==> src/hw/exec_subset_pkg.sv <==
// How it works
// RULE1: Sign-extending byte load fills high byte
// RULE2: Zero-extending byte load clears high byte
// RULE3: Long branch adds 16-bit displacement, mode-dependent
// RULE4: Prefixed two-operand word multiply is signed
// RULE5: Prefixed three-operand word multiply is signed
// RULE6: Low destination accumulates; address bit 3 clears
// RULE7: Prefixed byte multiplies are signed, word result
// RULE8: Unprefixed word multiplies are unsigned, doubleword
// RULE9: Unprefixed byte multiplies are unsigned, word result
// RULE10: Round flag undefined after any multiply
// RULE11: Flip opcodes negate word or byte operand
// RULE12: Idle opcode changes nothing, moves on
// RULE13: Justify shifts left, counts, clears carry
// RULE14: Still-zero top bit after 31 sets zero
// RULE15: Complement inverts, sets Z N, clears C V trap
// RULE16: Merge ORs operands, sets Z N, clears C V
// RULE17: Word pop reads stack, then pointer plus two
// RULE18: Full restore pops two words, pointer plus four
// RULE19: Flag restore pops flag pair, pointer plus two
// RULE20: No interrupt right after a context restore
// RULE21: Word push decrements pointer, then stores
// RULE22: Short branch sign-extends displacement to 24 bits
`default_nettype none
package exec_subset_pkg;
  localparam logic [7:0] OPC_PREFIX = 8'hfe;
  localparam logic [7:0] OPC_LONG_BR = 8'he7;
  localparam logic [7:0] OPC_FLIP_W = 8'h03;
  localparam logic [7:0] OPC_FLIP_B = 8'h13;
  localparam logic [7:0] OPC_IDLE = 8'hfd;
  localparam logic [7:0] OPC_JUSTIFY = 8'h0f;
  localparam logic [7:0] OPC_INV_W = 8'h02;
  localparam logic [7:0] OPC_INV_B = 8'h12;
  localparam logic [7:0] OPC_RESTORE_ALL = 8'hf5;
  localparam logic [7:0] OPC_RESTORE_FLAG = 8'hf3;
  localparam logic [3:0] OPN_SHORT_BR = 4'hd;
  localparam logic [5:0] OP6_LOAD_SEXT = 6'h2f;
  localparam logic [5:0] OP6_LOAD_ZEXT = 6'h2b;
  localparam logic [5:0] OP6_PROD_W2 = 6'h1b;
  localparam logic [5:0] OP6_PROD_W3 = 6'h13;
  localparam logic [5:0] OP6_PROD_B2 = 6'h1f;
  localparam logic [5:0] OP6_PROD_B3 = 6'h17;
  localparam logic [5:0] OP6_MERGE_W = 6'h20;
  localparam logic [5:0] OP6_MERGE_B = 6'h24;
  localparam logic [5:0] OP6_POP_W = 6'h33;
  localparam logic [5:0] OP6_PUSH_W = 6'h32;
  localparam logic [7:0] MAC_ADDR_TOP = 8'h0f;
  localparam int MAC_CLR_BIT = 3;
  localparam logic [4:0] JUSTIFY_MAX = 5'h1f;
  localparam logic [15:0] SP_STEP = 16'h0002;
  localparam logic [15:0] SP_STEP2 = 16'h0004;
  localparam logic [15:0] SP_RST = 16'h0000;
  localparam logic [23:0] PC_RST = 24'h00_0000;
  localparam logic [7:0] PAIR_RST = 8'h00;
  localparam int FLG_Z = 7;
  localparam int FLG_N = 6;
  localparam int FLG_V = 5;
  localparam int FLG_TRAP = 4;
  localparam int FLG_C = 3;
  localparam int FLG_ROUND = 0;
  localparam logic [1:0] SZ_BYTE = 2'h0;
  localparam logic [1:0] SZ_WORD = 2'h1;
  localparam logic [1:0] SZ_LONG = 2'h2;
  localparam logic [3:0] REG_CTRL = 4'h0;
  localparam logic [3:0] REG_ACC_LO = 4'h4;
  localparam logic [3:0] REG_ACC_HI = 4'h8;
  localparam logic [3:0] REG_SP = 4'hc;
  localparam int CTRL_MODE_BIT = 0;
  localparam int CTRL_MAC_BIT = 1;
  localparam logic [1:0] CTRL_RST = 2'h2;
  typedef enum logic [1:0] {
    S_IDLE = 2'b01,
    S_NORM = 2'b10
  } state_e;
endpackage
`default_nettype wire

==> src/hw/cpu_instr_exec_subset.sv <==
`timescale 1ns/1ps
`default_nettype none
module cpu_instr_exec_subset #(
  parameter bit HAS_MAC = 1'b1
) (
  // Clock and reset
  input wire logic sys_clk,
  input wire logic rst_b,
  // Instruction issue
  input wire logic start,
  input wire logic [7:0] opcode,
  input wire logic prefixed,
  input wire logic cond_met,
  input wire logic [7:0] dst_addr,
  input wire logic [31:0] opd_dst,
  input wire logic [15:0] opd_src1,
  input wire logic [15:0] opd_src2,
  input wire logic [15:0] disp,
  input wire logic [23:0] pc_next,
  input wire logic [15:0] stk_word0,
  input wire logic [15:0] stk_word1,
  // Completion and results
  output logic busy_ff,
  output logic done_ff,
  output logic res_wr_ff,
  output logic [1:0] res_size_ff,
  output logic [31:0] res_data_ff,
  output logic cnt_wr_ff,
  output logic [7:0] cnt_data_ff,
  // Program flow
  output logic pc_load_ff,
  output logic [23:0] pc_ff,
  output logic [15:0] sp_ff,
  // Stack write
  output logic mem_wr_ff,
  output logic [15:0] mem_addr_ff,
  output logic [15:0] mem_wdata_ff,
  // Processor state
  output logic [7:0] processor_flag_word_ff,
  output logic [7:0] irq_enable_low_ff,
  output logic [7:0] irq_enable_high_ff,
  output logic [7:0] window_select_reg_ff,
  output logic irq_inhibit_ff,
  output logic [31:0] acc_ff,
  // Register port
  input wire logic [3:0] reg_addr,
  input wire logic [31:0] reg_wdata,
  input wire logic reg_wr,
  input wire logic reg_rd,
  output logic [31:0] reg_rdata_ff
);
  exec_subset_pkg::state_e state_ff;
  logic [31:0] norm_val_ff;
  logic [4:0] norm_cnt_ff;
  logic [1:0] ctrl_ff;
  logic [5:0] op6;
  logic go, plain, is_ldse, is_ldze, is_long_relative_branch, is_sbr, is_flip, is_inv, is_merge;
  logic prod_w2, prod_w3, prod_b2, prod_b3, is_prod, prod_3, prod_byte, mac_go;
  logic is_norm, is_popw, is_pushw, is_rall, is_rflag, is_restore, norm_fin, fin;
  logic [15:0] prod_a, prod_b, inv_val, merge_val;
  logic [31:0] product;
  logic [23:0] long_relative_branch_tgt, sbr_tgt;
  // Zero and negative from a word or byte result
  function automatic logic [1:0] zn_of(input logic [15:0] v, input logic is_b);
    logic z;
    logic n;
    z = is_b ? (v[7:0] == 8'h00) : (v == 16'h0000);
    n = is_b ? v[7] : v[15];
    return {z, n};
  endfunction
  // Decode
  assign go = start && (state_ff == exec_subset_pkg::S_IDLE);
  assign op6 = opcode[7:2];
  assign plain = go && !prefixed;
  assign is_ldse = plain && (op6 == exec_subset_pkg::OP6_LOAD_SEXT);
  assign is_ldze = plain && (op6 == exec_subset_pkg::OP6_LOAD_ZEXT);
  assign is_long_relative_branch = plain && (opcode == exec_subset_pkg::OPC_LONG_BR);
  assign is_sbr = plain && (opcode[7:4] == exec_subset_pkg::OPN_SHORT_BR) && cond_met;
  assign prod_w2 = op6 == exec_subset_pkg::OP6_PROD_W2;
  assign prod_w3 = op6 == exec_subset_pkg::OP6_PROD_W3;
  assign prod_b2 = op6 == exec_subset_pkg::OP6_PROD_B2;
  assign prod_b3 = op6 == exec_subset_pkg::OP6_PROD_B3;
  assign is_prod = go && (prod_w2 || prod_w3 || prod_b2 || prod_b3);
  assign prod_3 = prod_w3 || prod_b3;
  assign prod_byte = prod_b2 || prod_b3;
  assign is_flip = plain && ((opcode == exec_subset_pkg::OPC_FLIP_W) ||
                             (opcode == exec_subset_pkg::OPC_FLIP_B));
  assign is_inv = plain && ((opcode == exec_subset_pkg::OPC_INV_W) ||
                            (opcode == exec_subset_pkg::OPC_INV_B));
  assign is_merge = plain && ((op6 == exec_subset_pkg::OP6_MERGE_W) ||
                              (op6 == exec_subset_pkg::OP6_MERGE_B));
  assign is_norm = plain && (opcode == exec_subset_pkg::OPC_JUSTIFY);
  assign is_popw = plain && (op6 == exec_subset_pkg::OP6_POP_W);
  assign is_pushw = plain && (op6 == exec_subset_pkg::OP6_PUSH_W);
  assign is_rall = plain && (opcode == exec_subset_pkg::OPC_RESTORE_ALL);
  assign is_rflag = plain && (opcode == exec_subset_pkg::OPC_RESTORE_FLAG);
  assign is_restore = is_rall || is_rflag;
  assign norm_fin = (state_ff == exec_subset_pkg::S_NORM) &&
                    (norm_val_ff[31] || (norm_cnt_ff == exec_subset_pkg::JUSTIFY_MAX));
  assign fin = (go && !is_norm) || norm_fin;
  // Multiplier operands: two-operand forms use the destination
  assign prod_a = prod_3 ? opd_src1 : opd_dst[15:0];
  assign prod_b = prod_3 ? opd_src2 : opd_src1;
  assign mac_go = is_prod && prod_w3 && HAS_MAC &&
                  ctrl_ff[exec_subset_pkg::CTRL_MAC_BIT] &&
                  (dst_addr <= exec_subset_pkg::MAC_ADDR_TOP); // [RULE6]
  product_unit u_product (
    .a(prod_a),
    .b(prod_b),
    .is_signed(prefixed),
    .is_byte(prod_byte),
    .product(product)
  );
  // Branch targets
  assign long_relative_branch_tgt = ctrl_ff[exec_subset_pkg::CTRL_MODE_BIT] ?
                    pc_next + {{8{disp[15]}}, disp} :
                    {pc_next[23:16], pc_next[15:0] + disp}; // [RULE3]
  assign sbr_tgt = pc_next + {{16{disp[7]}}, disp[7:0]}; // [RULE22]
  assign inv_val = ~opd_dst[15:0];
  assign merge_val = opd_dst[15:0] | opd_src1;
  // Sequencing and the iterative justify
  always_ff @(posedge sys_clk) begin
    if (!rst_b) begin
      state_ff <= exec_subset_pkg::S_IDLE;
      busy_ff <= 1'b0;
      norm_val_ff <= '0;
      norm_cnt_ff <= '0;
      cnt_wr_ff <= 1'b0;
      cnt_data_ff <= '0;
      done_ff <= 1'b0;
    end else begin
      cnt_wr_ff <= 1'b0;
      done_ff <= fin;
      case (state_ff)
        exec_subset_pkg::S_IDLE: begin
          if (is_norm) begin
            state_ff <= exec_subset_pkg::S_NORM;
            busy_ff <= 1'b1;
            norm_val_ff <= opd_dst;
            norm_cnt_ff <= '0;
          end
        end
        exec_subset_pkg::S_NORM: begin
          if (norm_fin) begin
            state_ff <= exec_subset_pkg::S_IDLE;
            busy_ff <= 1'b0;
            cnt_wr_ff <= 1'b1;
            cnt_data_ff <= {3'h0, norm_cnt_ff}; // [RULE13]
          end else begin
            norm_val_ff <= {norm_val_ff[30:0], 1'b0}; // [RULE13]
            norm_cnt_ff <= norm_cnt_ff + 5'h01;
          end
        end
        default: begin
          state_ff <= exec_subset_pkg::S_IDLE;
          busy_ff <= 1'b0;
        end
      endcase
    end
  end
  // Operand results
  always_ff @(posedge sys_clk) begin
    if (!rst_b) begin
      res_wr_ff <= 1'b0;
      res_size_ff <= exec_subset_pkg::SZ_WORD;
      res_data_ff <= '0;
    end else begin
      res_wr_ff <= 1'b0;
      if (is_ldse) begin
        res_wr_ff <= 1'b1;
        res_size_ff <= exec_subset_pkg::SZ_WORD;
        res_data_ff <= {16'h0000, {8{opd_src1[7]}}, opd_src1[7:0]}; // [RULE1]
      end else if (is_ldze) begin
        res_wr_ff <= 1'b1;
        res_size_ff <= exec_subset_pkg::SZ_WORD;
        res_data_ff <= {16'h0000, 8'h00, opd_src1[7:0]}; // [RULE2]
      end else if (is_prod) begin
        // [RULE4] [RULE5] [RULE7] [RULE8] [RULE9]
        res_wr_ff <= 1'b1;
        res_size_ff <= prod_byte ? exec_subset_pkg::SZ_WORD : exec_subset_pkg::SZ_LONG;
        res_data_ff <= prod_byte ? {16'h0000, product[15:0]} : product;
      end else if (is_flip) begin
        res_wr_ff <= 1'b1;
        res_size_ff <= opcode[4] ? exec_subset_pkg::SZ_BYTE : exec_subset_pkg::SZ_WORD;
        res_data_ff <= opcode[4] ? {24'h00_0000, 8'h00 - opd_dst[7:0]} :
                                   {16'h0000, 16'h0000 - opd_dst[15:0]}; // [RULE11]
      end else if (is_inv) begin
        res_wr_ff <= 1'b1;
        res_size_ff <= opcode[4] ? exec_subset_pkg::SZ_BYTE : exec_subset_pkg::SZ_WORD;
        res_data_ff <= opcode[4] ? {24'h00_0000, inv_val[7:0]} :
                                   {16'h0000, inv_val}; // [RULE15]
      end else if (is_merge) begin
        res_wr_ff <= 1'b1;
        res_size_ff <= opcode[4] ? exec_subset_pkg::SZ_BYTE : exec_subset_pkg::SZ_WORD;
        res_data_ff <= opcode[4] ? {24'h00_0000, merge_val[7:0]} :
                                   {16'h0000, merge_val}; // [RULE16]
      end else if (is_popw) begin
        res_wr_ff <= 1'b1;
        res_size_ff <= exec_subset_pkg::SZ_WORD;
        res_data_ff <= {16'h0000, stk_word0}; // [RULE17]
      end else if (norm_fin) begin
        res_wr_ff <= 1'b1;
        res_size_ff <= exec_subset_pkg::SZ_LONG;
        res_data_ff <= norm_val_ff; // [RULE13]
      end
    end
  end
  // Flag word; multiplies leave the round flag as it was [RULE10]
  always_ff @(posedge sys_clk) begin
    if (!rst_b) begin
      processor_flag_word_ff <= exec_subset_pkg::PAIR_RST;
    end else if (is_inv) begin
      {processor_flag_word_ff[exec_subset_pkg::FLG_Z],
       processor_flag_word_ff[exec_subset_pkg::FLG_N]} <= zn_of(inv_val, opcode[4]);
      processor_flag_word_ff[exec_subset_pkg::FLG_C] <= 1'b0; // [RULE15]
      processor_flag_word_ff[exec_subset_pkg::FLG_V] <= 1'b0;
      processor_flag_word_ff[exec_subset_pkg::FLG_TRAP] <= 1'b0;
    end else if (is_merge) begin
      {processor_flag_word_ff[exec_subset_pkg::FLG_Z],
       processor_flag_word_ff[exec_subset_pkg::FLG_N]} <= zn_of(merge_val, opcode[4]);
      processor_flag_word_ff[exec_subset_pkg::FLG_C] <= 1'b0; // [RULE16]
      processor_flag_word_ff[exec_subset_pkg::FLG_V] <= 1'b0;
    end else if (is_rflag) begin
      processor_flag_word_ff <= stk_word0[15:8]; // [RULE19]
    end else if (is_rall) begin
      processor_flag_word_ff <= stk_word1[15:8]; // [RULE18]
    end else if (norm_fin) begin
      processor_flag_word_ff[exec_subset_pkg::FLG_C] <= 1'b0; // [RULE13]
      processor_flag_word_ff[exec_subset_pkg::FLG_Z] <= ~norm_val_ff[31]; // [RULE14]
    end
  end
  // Interrupt enables, window select and the post-restore hold
  always_ff @(posedge sys_clk) begin
    if (!rst_b) begin
      irq_enable_low_ff <= exec_subset_pkg::PAIR_RST;
      irq_enable_high_ff <= exec_subset_pkg::PAIR_RST;
      window_select_reg_ff <= exec_subset_pkg::PAIR_RST;
      irq_inhibit_ff <= 1'b0;
    end else begin
      if (is_rflag) begin
        irq_enable_low_ff <= stk_word0[7:0]; // [RULE19]
      end else if (is_rall) begin
        irq_enable_high_ff <= stk_word0[15:8]; // [RULE18]
        window_select_reg_ff <= stk_word0[7:0];
        irq_enable_low_ff <= stk_word1[7:0];
      end
      if (is_restore) begin
        irq_inhibit_ff <= 1'b1; // [RULE20]
      end else if (fin) begin
        irq_inhibit_ff <= 1'b0; // [RULE20]
      end
    end
  end
  // Stack pointer and pushed word
  always_ff @(posedge sys_clk) begin
    if (!rst_b) begin
      sp_ff <= exec_subset_pkg::SP_RST;
      mem_wr_ff <= 1'b0;
      mem_addr_ff <= '0;
      mem_wdata_ff <= '0;
    end else begin
      mem_wr_ff <= 1'b0;
      if (reg_wr && (reg_addr == exec_subset_pkg::REG_SP)) begin
        sp_ff <= reg_wdata[15:0];
      end
      if (is_popw || is_rflag) begin
        sp_ff <= sp_ff + exec_subset_pkg::SP_STEP; // [RULE17] [RULE19]
      end else if (is_rall) begin
        sp_ff <= sp_ff + exec_subset_pkg::SP_STEP2; // [RULE18]
      end else if (is_pushw) begin
        sp_ff <= sp_ff - exec_subset_pkg::SP_STEP; // [RULE21]
        mem_wr_ff <= 1'b1;
        mem_addr_ff <= sp_ff - exec_subset_pkg::SP_STEP; // [RULE21]
        mem_wdata_ff <= opd_src1;
      end
    end
  end
  // Program counter
  always_ff @(posedge sys_clk) begin
    if (!rst_b) begin
      pc_ff <= exec_subset_pkg::PC_RST;
      pc_load_ff <= 1'b0;
    end else begin
      pc_load_ff <= is_long_relative_branch || is_sbr;
      if (is_long_relative_branch) begin
        pc_ff <= long_relative_branch_tgt; // [RULE3]
      end else if (is_sbr) begin
        pc_ff <= sbr_tgt; // [RULE22]
      end else if (fin) begin
        pc_ff <= pc_next; // [RULE12]
      end
    end
  end
  // Accumulator
  always_ff @(posedge sys_clk) begin
    if (!rst_b) begin
      acc_ff <= '0;
    end else if (mac_go) begin
      acc_ff <= (dst_addr[exec_subset_pkg::MAC_CLR_BIT] ? 32'h0000_0000 : acc_ff) + product;
    end
  end
  // Register port
  always_ff @(posedge sys_clk) begin
    if (!rst_b) begin
      ctrl_ff <= exec_subset_pkg::CTRL_RST;
      reg_rdata_ff <= '0;
    end else begin
      if (reg_wr && (reg_addr == exec_subset_pkg::REG_CTRL)) begin
        ctrl_ff <= reg_wdata[1:0];
      end
      reg_rdata_ff <= '0;
      if (reg_rd) begin
        case (reg_addr)
          exec_subset_pkg::REG_CTRL: reg_rdata_ff <= {30'h0000_0000, ctrl_ff};
          exec_subset_pkg::REG_ACC_LO: reg_rdata_ff <= {16'h0000, acc_ff[15:0]};
          exec_subset_pkg::REG_ACC_HI: reg_rdata_ff <= {16'h0000, acc_ff[31:16]};
          exec_subset_pkg::REG_SP: reg_rdata_ff <= {16'h0000, sp_ff};
          default: reg_rdata_ff <= '0;
        endcase
      end
    end
  end
endmodule
`default_nettype wire

==> src/hw/product_unit.sv <==
`timescale 1ns/1ps
`default_nettype none
module product_unit (
  // Operands
  input wire logic [15:0] a,
  input wire logic [15:0] b,
  input wire logic is_signed,
  input wire logic is_byte,
  // Result
  output logic [31:0] product
);
  logic [15:0] a_in;
  logic [15:0] b_in;
  logic signed [16:0] ax;
  logic signed [16:0] bx;
  logic signed [33:0] p;

  // Byte forms widen first, so one 17x17 multiplier serves all four
  assign a_in = is_byte ? {{8{is_signed & a[7]}}, a[7:0]} : a;
  assign b_in = is_byte ? {{8{is_signed & b[7]}}, b[7:0]} : b;
  assign ax = $signed({is_signed & a_in[15], a_in});
  assign bx = $signed({is_signed & b_in[15], b_in});
  assign p = ax * bx;
  assign product = p[31:0];
endmodule
`default_nettype wire

==> config.mk <==
export PLATFORM = sky130hd
export DESIGN_NAME = cpu_instr_exec_subset
export DESIGN_NICKNAME = d
export VERILOG_FILES = /design/src/hw/exec_subset_pkg.sv /design/src/hw/cpu_instr_exec_subset.sv /design/src/hw/product_unit.sv
export SDC_FILE = /design/constraint.sdc
export NUM_CORES = 2
export LEC_CHECK = 0
export BUFFER_PORTS_ARGS = -buffer_cell sky130_fd_sc_hd__clkbuf_2
export CORE_MARGIN = 2
export CORE_UTILIZATION = 64
export CTS_CLUSTER_DIAMETER = 60
export CTS_CLUSTER_SIZE = 10
export DETAILED_ROUTE_END_ITERATION = 10
export PLACE_DENSITY_LB_ADDON = 0.3
export SYNTH_ARGS = -nofsm -noshare
export SYNTH_HDL_FRONTEND = slang
export SYNTH_SLANG_ARGS = --single-unit
==> constraint.sdc <==
create_clock -name sys_clk -period 16.9 [get_ports sys_clk]
set_input_delay 0.845 -clock sys_clk [delete_from_list [all_inputs] [get_ports sys_clk]]
set_output_delay 0.845 -clock sys_clk [all_outputs]
set_load 0.05 [all_outputs]
==> key figures <==
Run status
  • Outcome: finished, final reports clean

Drt
  • Pre-Repair DR Iteration Count: 7
  • Vias per cell: 6.47
  • Violation count after the first detailed-route iteration: 3111
  • Drt wl/cell: 23.1 um
  • DRC: 0
  • Post-detailed-route count of antenna-violating nets: 0
  • Routed vias: 26800
  • Routed wire length: 95900 um

Global routing
  • First-pass GRT wire length: 145000 um
  • Vias in the first global route: 26100
  • Largest net degree at the start of global routing: 74
  • GRT Total Usage: 44.3%
  • Initial antenna violation count: 4
  • Overflow after GRT: 0

Timing
  • Setup tns final: 0 ps
  • Period utilization: 66.2%
  • Slew @ Worst Pin: 1230 ps
  • Minimum clock period: 11190 ps
  • Slew Limit Headroom: 15.8%
  • Setup violations, final: 0
  • Slew Viols, Final: 0
  • FMAX: 0.0894 GHz
  • Clock Skews: 33.7 ps
  • Final WS setup: 5710 ps
  • RSZ-0062 raised after global routing: false
  • WHS: 457 ps
  • Final hold vios: 0

CTS
  • Clock latency at the later pin of the worst-skew pair: 590 ps
  • Worst-path clk slew: 60 ps
  • Sink Count: 238
  • Post-cts sizing count: 0
  • Number of buffers created by CTS: 29
  • Post-CTS Setup Inserts: 0
  • CTS tree: done
  • CTS Root Cell: clkbuf_16
  • Hold buffer count at cts: 0
  • Clock Path Buffers: 3
  • Htree depth: 1

Die
  • Starting Density: 64.6%
  • Rows: 74
  • DIE AREA: 42700 um^2
  • Core area: 40600 um^2
  • Die X-Extent: 207 um
  • I/O pins: 412
  • Die Y: 207 um

Yosys
  • Synthesized area: 26300 um^2
  • Most used DFF post-synth: dfxtp_1
  • Synthesis-stage register bit count: 238
  • Post-Synthesis Cells: 3343
  • Synth async-reset ratio: 0%
  • Synth unique cells: 91
  • Avg Inst Size Synth: 7.86 um^2
  • Number of synthesized flops with an enable pin: 0
  • Sequential area share after synthesis: 18.1%
  • YS warnings: 0

Placed design
  • RePlAce Congestion: 1.05
  • Post-DP HPWL: 74200 um
  • Port bufs: 373
  • Dpl ws: 5420 ps

Finish
  • # fillers: 3225
  • Most common cell after layout, fill and taps aside: nand2_1
  • Share of cells above drive strength 1: 14.2%
  • Final #Nets: 4245
  • Most frequent cells in the layout: nand2_1 (531), clkbuf_2 (373), inv_1 (332), nor2_1 (332), fa_1 (284)
  • Reg area: 4760 um^2
  • Area growth, synth to finish: 11.5%
  • Multi-input gate area: 19600 um^2

Worst setup path
  • CP Class: input pin to flop
  • Worst path required time: 17360 ps
  • Reg2reg setup slack: 12940 ps
  • Worst Path Max Fanout: 32
  • Largest delay contributor family on the critical path: compound AO/OA/AOI/OAI gates
  • CP bufs+invs: 4
  • CP max stage cell: a21oi_1
  • Crit. End Element: flop
  • Crit path arrival time: 11650 ps
  • Crit path largest cell delay: 1020 ps
  • Cell mode on critical path: fa_1
  • Worst setup SP type: input pin

Flow run
  • Max-cap violations: 0

Hold path
  • Hold WC Path Type: flop to flop
[sequential cells by signal (all words and copies together) (netlist names), 8 cells and up]
register / count
mem_addr_ff: 16
pc_ff: 24
window_select_reg_ff: 8
processor_flag_word_ff: 8
reg_rdata_ff: 16
sp_ff: 16
irq_enable_low_ff: 8
acc_ff: 32
res_data_ff: 32
norm_val_ff: 32
mem_wdata_ff: 16
irq_enable_high_ff: 8
[cell usage after synthesis, types with 6 or more instances]
cell | n | area (um^2)
o21bai_1 | 7 | 52.6
a22oi_1 | 39 | 293
nor2b_1 | 45 | 282
xnor2_1 | 84 | 736
a2111oi_0 | 6 | 52.6
nand2b_1 | 20 | 125
a311oi_1 | 38 | 333
a211oi_1 | 26 | 195
clkbuf_1 | 165 | 619
a221oi_1 | 8 | 70.1
o2111ai_1 | 6 | 52.6
a31oi_1 | 20 | 125
nand4_1 | 13 | 81.3
o211ai_1 | 25 | 188
o21a_1 | 14 | 105
ha_1 | 160 | 2000
nor2_1 | 332 | 1250
mux2_2 | 15 | 169
buf_4 | 20 | 150
o21ai_1 | 11 | 55.1
nand3b_1 | 9 | 67.6
a21o_1 | 50 | 375
fa_1 | 284 | 5690
inv_1 | 332 | 1250
o21ai_0 | 169 | 846
nor4_1 | 15 | 93.8
nand2_1 | 532 | 2000
dfxtp_1 | 238 | 4760
nor3_1 | 47 | 235
or2_2 | 7 | 43.8
xor2_1 | 35 | 307
buf_1 | 11 | 41.3
and2_1 | 21 | 131
a21oi_1 | 277 | 1390
o311ai_0 | 15 | 131
o22ai_1 | 11 | 68.8
mux2i_1 | 43 | 430
and3_1 | 13 | 81.3
or3_1 | 19 | 119
nand3_1 | 56 | 280
[final timing paths]
kind	from	endpoint	cells past startpoint
worst max-delay path	opcode[2]	acc_ff[31]	33
worst min-delay path	irq_enable_low_ff[7]	irq_enable_low_ff[7]	2
worst max register to register	busy_ff	res_data_ff[0]	8
worst min register to register	irq_enable_low_ff[7]	irq_enable_low_ff[7]	2
[cells by family (layout without fill, tap and decap cells)]
| family | count (synthesis) | in the layout | share of synthesized area, % |
|---|---|---|---|
| and+or+nand+nor | 1151 | 1151 | 18.9 |
| muxes | 58 | 58 | 2.28 |
| other | 1 | 27 | 0.0143 |
| adders and majority gates | 444 | 444 | 29.3 |
| AOI/OAI and AO/OA | 796 | 796 | 19.3 |
| xor gates and xnor gates | 121 | 121 | 4.14 |
| buffers and inverters | 534 | 785 | 7.94 |
| DFF | 238 | 238 | 18.1 |
[cell type report]
| cell class | count | share of cell area, % |
|---|---|---|
| repair buffers | 415 | 7.45 |
| well taps | 532 | 2.27 |
| inverters | 333 | 4.28 |
| multi-input cells | 2589 | 66.7 |
| flip-flops and latches | 238 | 16.3 |
| clock buffers | 33 | 2.63 |
| clock inverters | 4 | 0.303 |
| diodes | 8 | 0.0683 |
[per-layer routing]
layer / vias to the layer above / track usage (%) / wire, um
li1: 11700 / - / -
met2: 1920 / 70.3 / 43600
met1: 12700 / 53.6 / 33400
met3: 493 / 12.2 / 12000
met5: - / 0 / 28
met4: 4 / 27.6 / 6950
[metrics by stage]
| stage | util [%] | instances | cell area [um^2] |
|---|---|---|---|
| finish | 72.1 | 4152 | 29300 |
| global route | 72.0 | 4145 | 29300 |
| CTS | 72.0 | 4144 | 29300 |
| detailed placement | 69.9 | 4107 | 28400 |
| global placement | 69.9 | 4107 | 28400 |
| floorplan | - | 3361 | 26300 |
[worst register-to-register path, cell delays in order, from the launching register on]
cell and delay (ps):
dfxtp_1 370, and4bb_2 410, nor4b_1 700, and2_1 660
nor4_2 140, nand2_1 910, o311ai_0 350, o211ai_1 180
a21oi_1 110
Power is not shown: default switching activity piles up to over one toggle a cycle in this logic, so the estimate is an artifact.
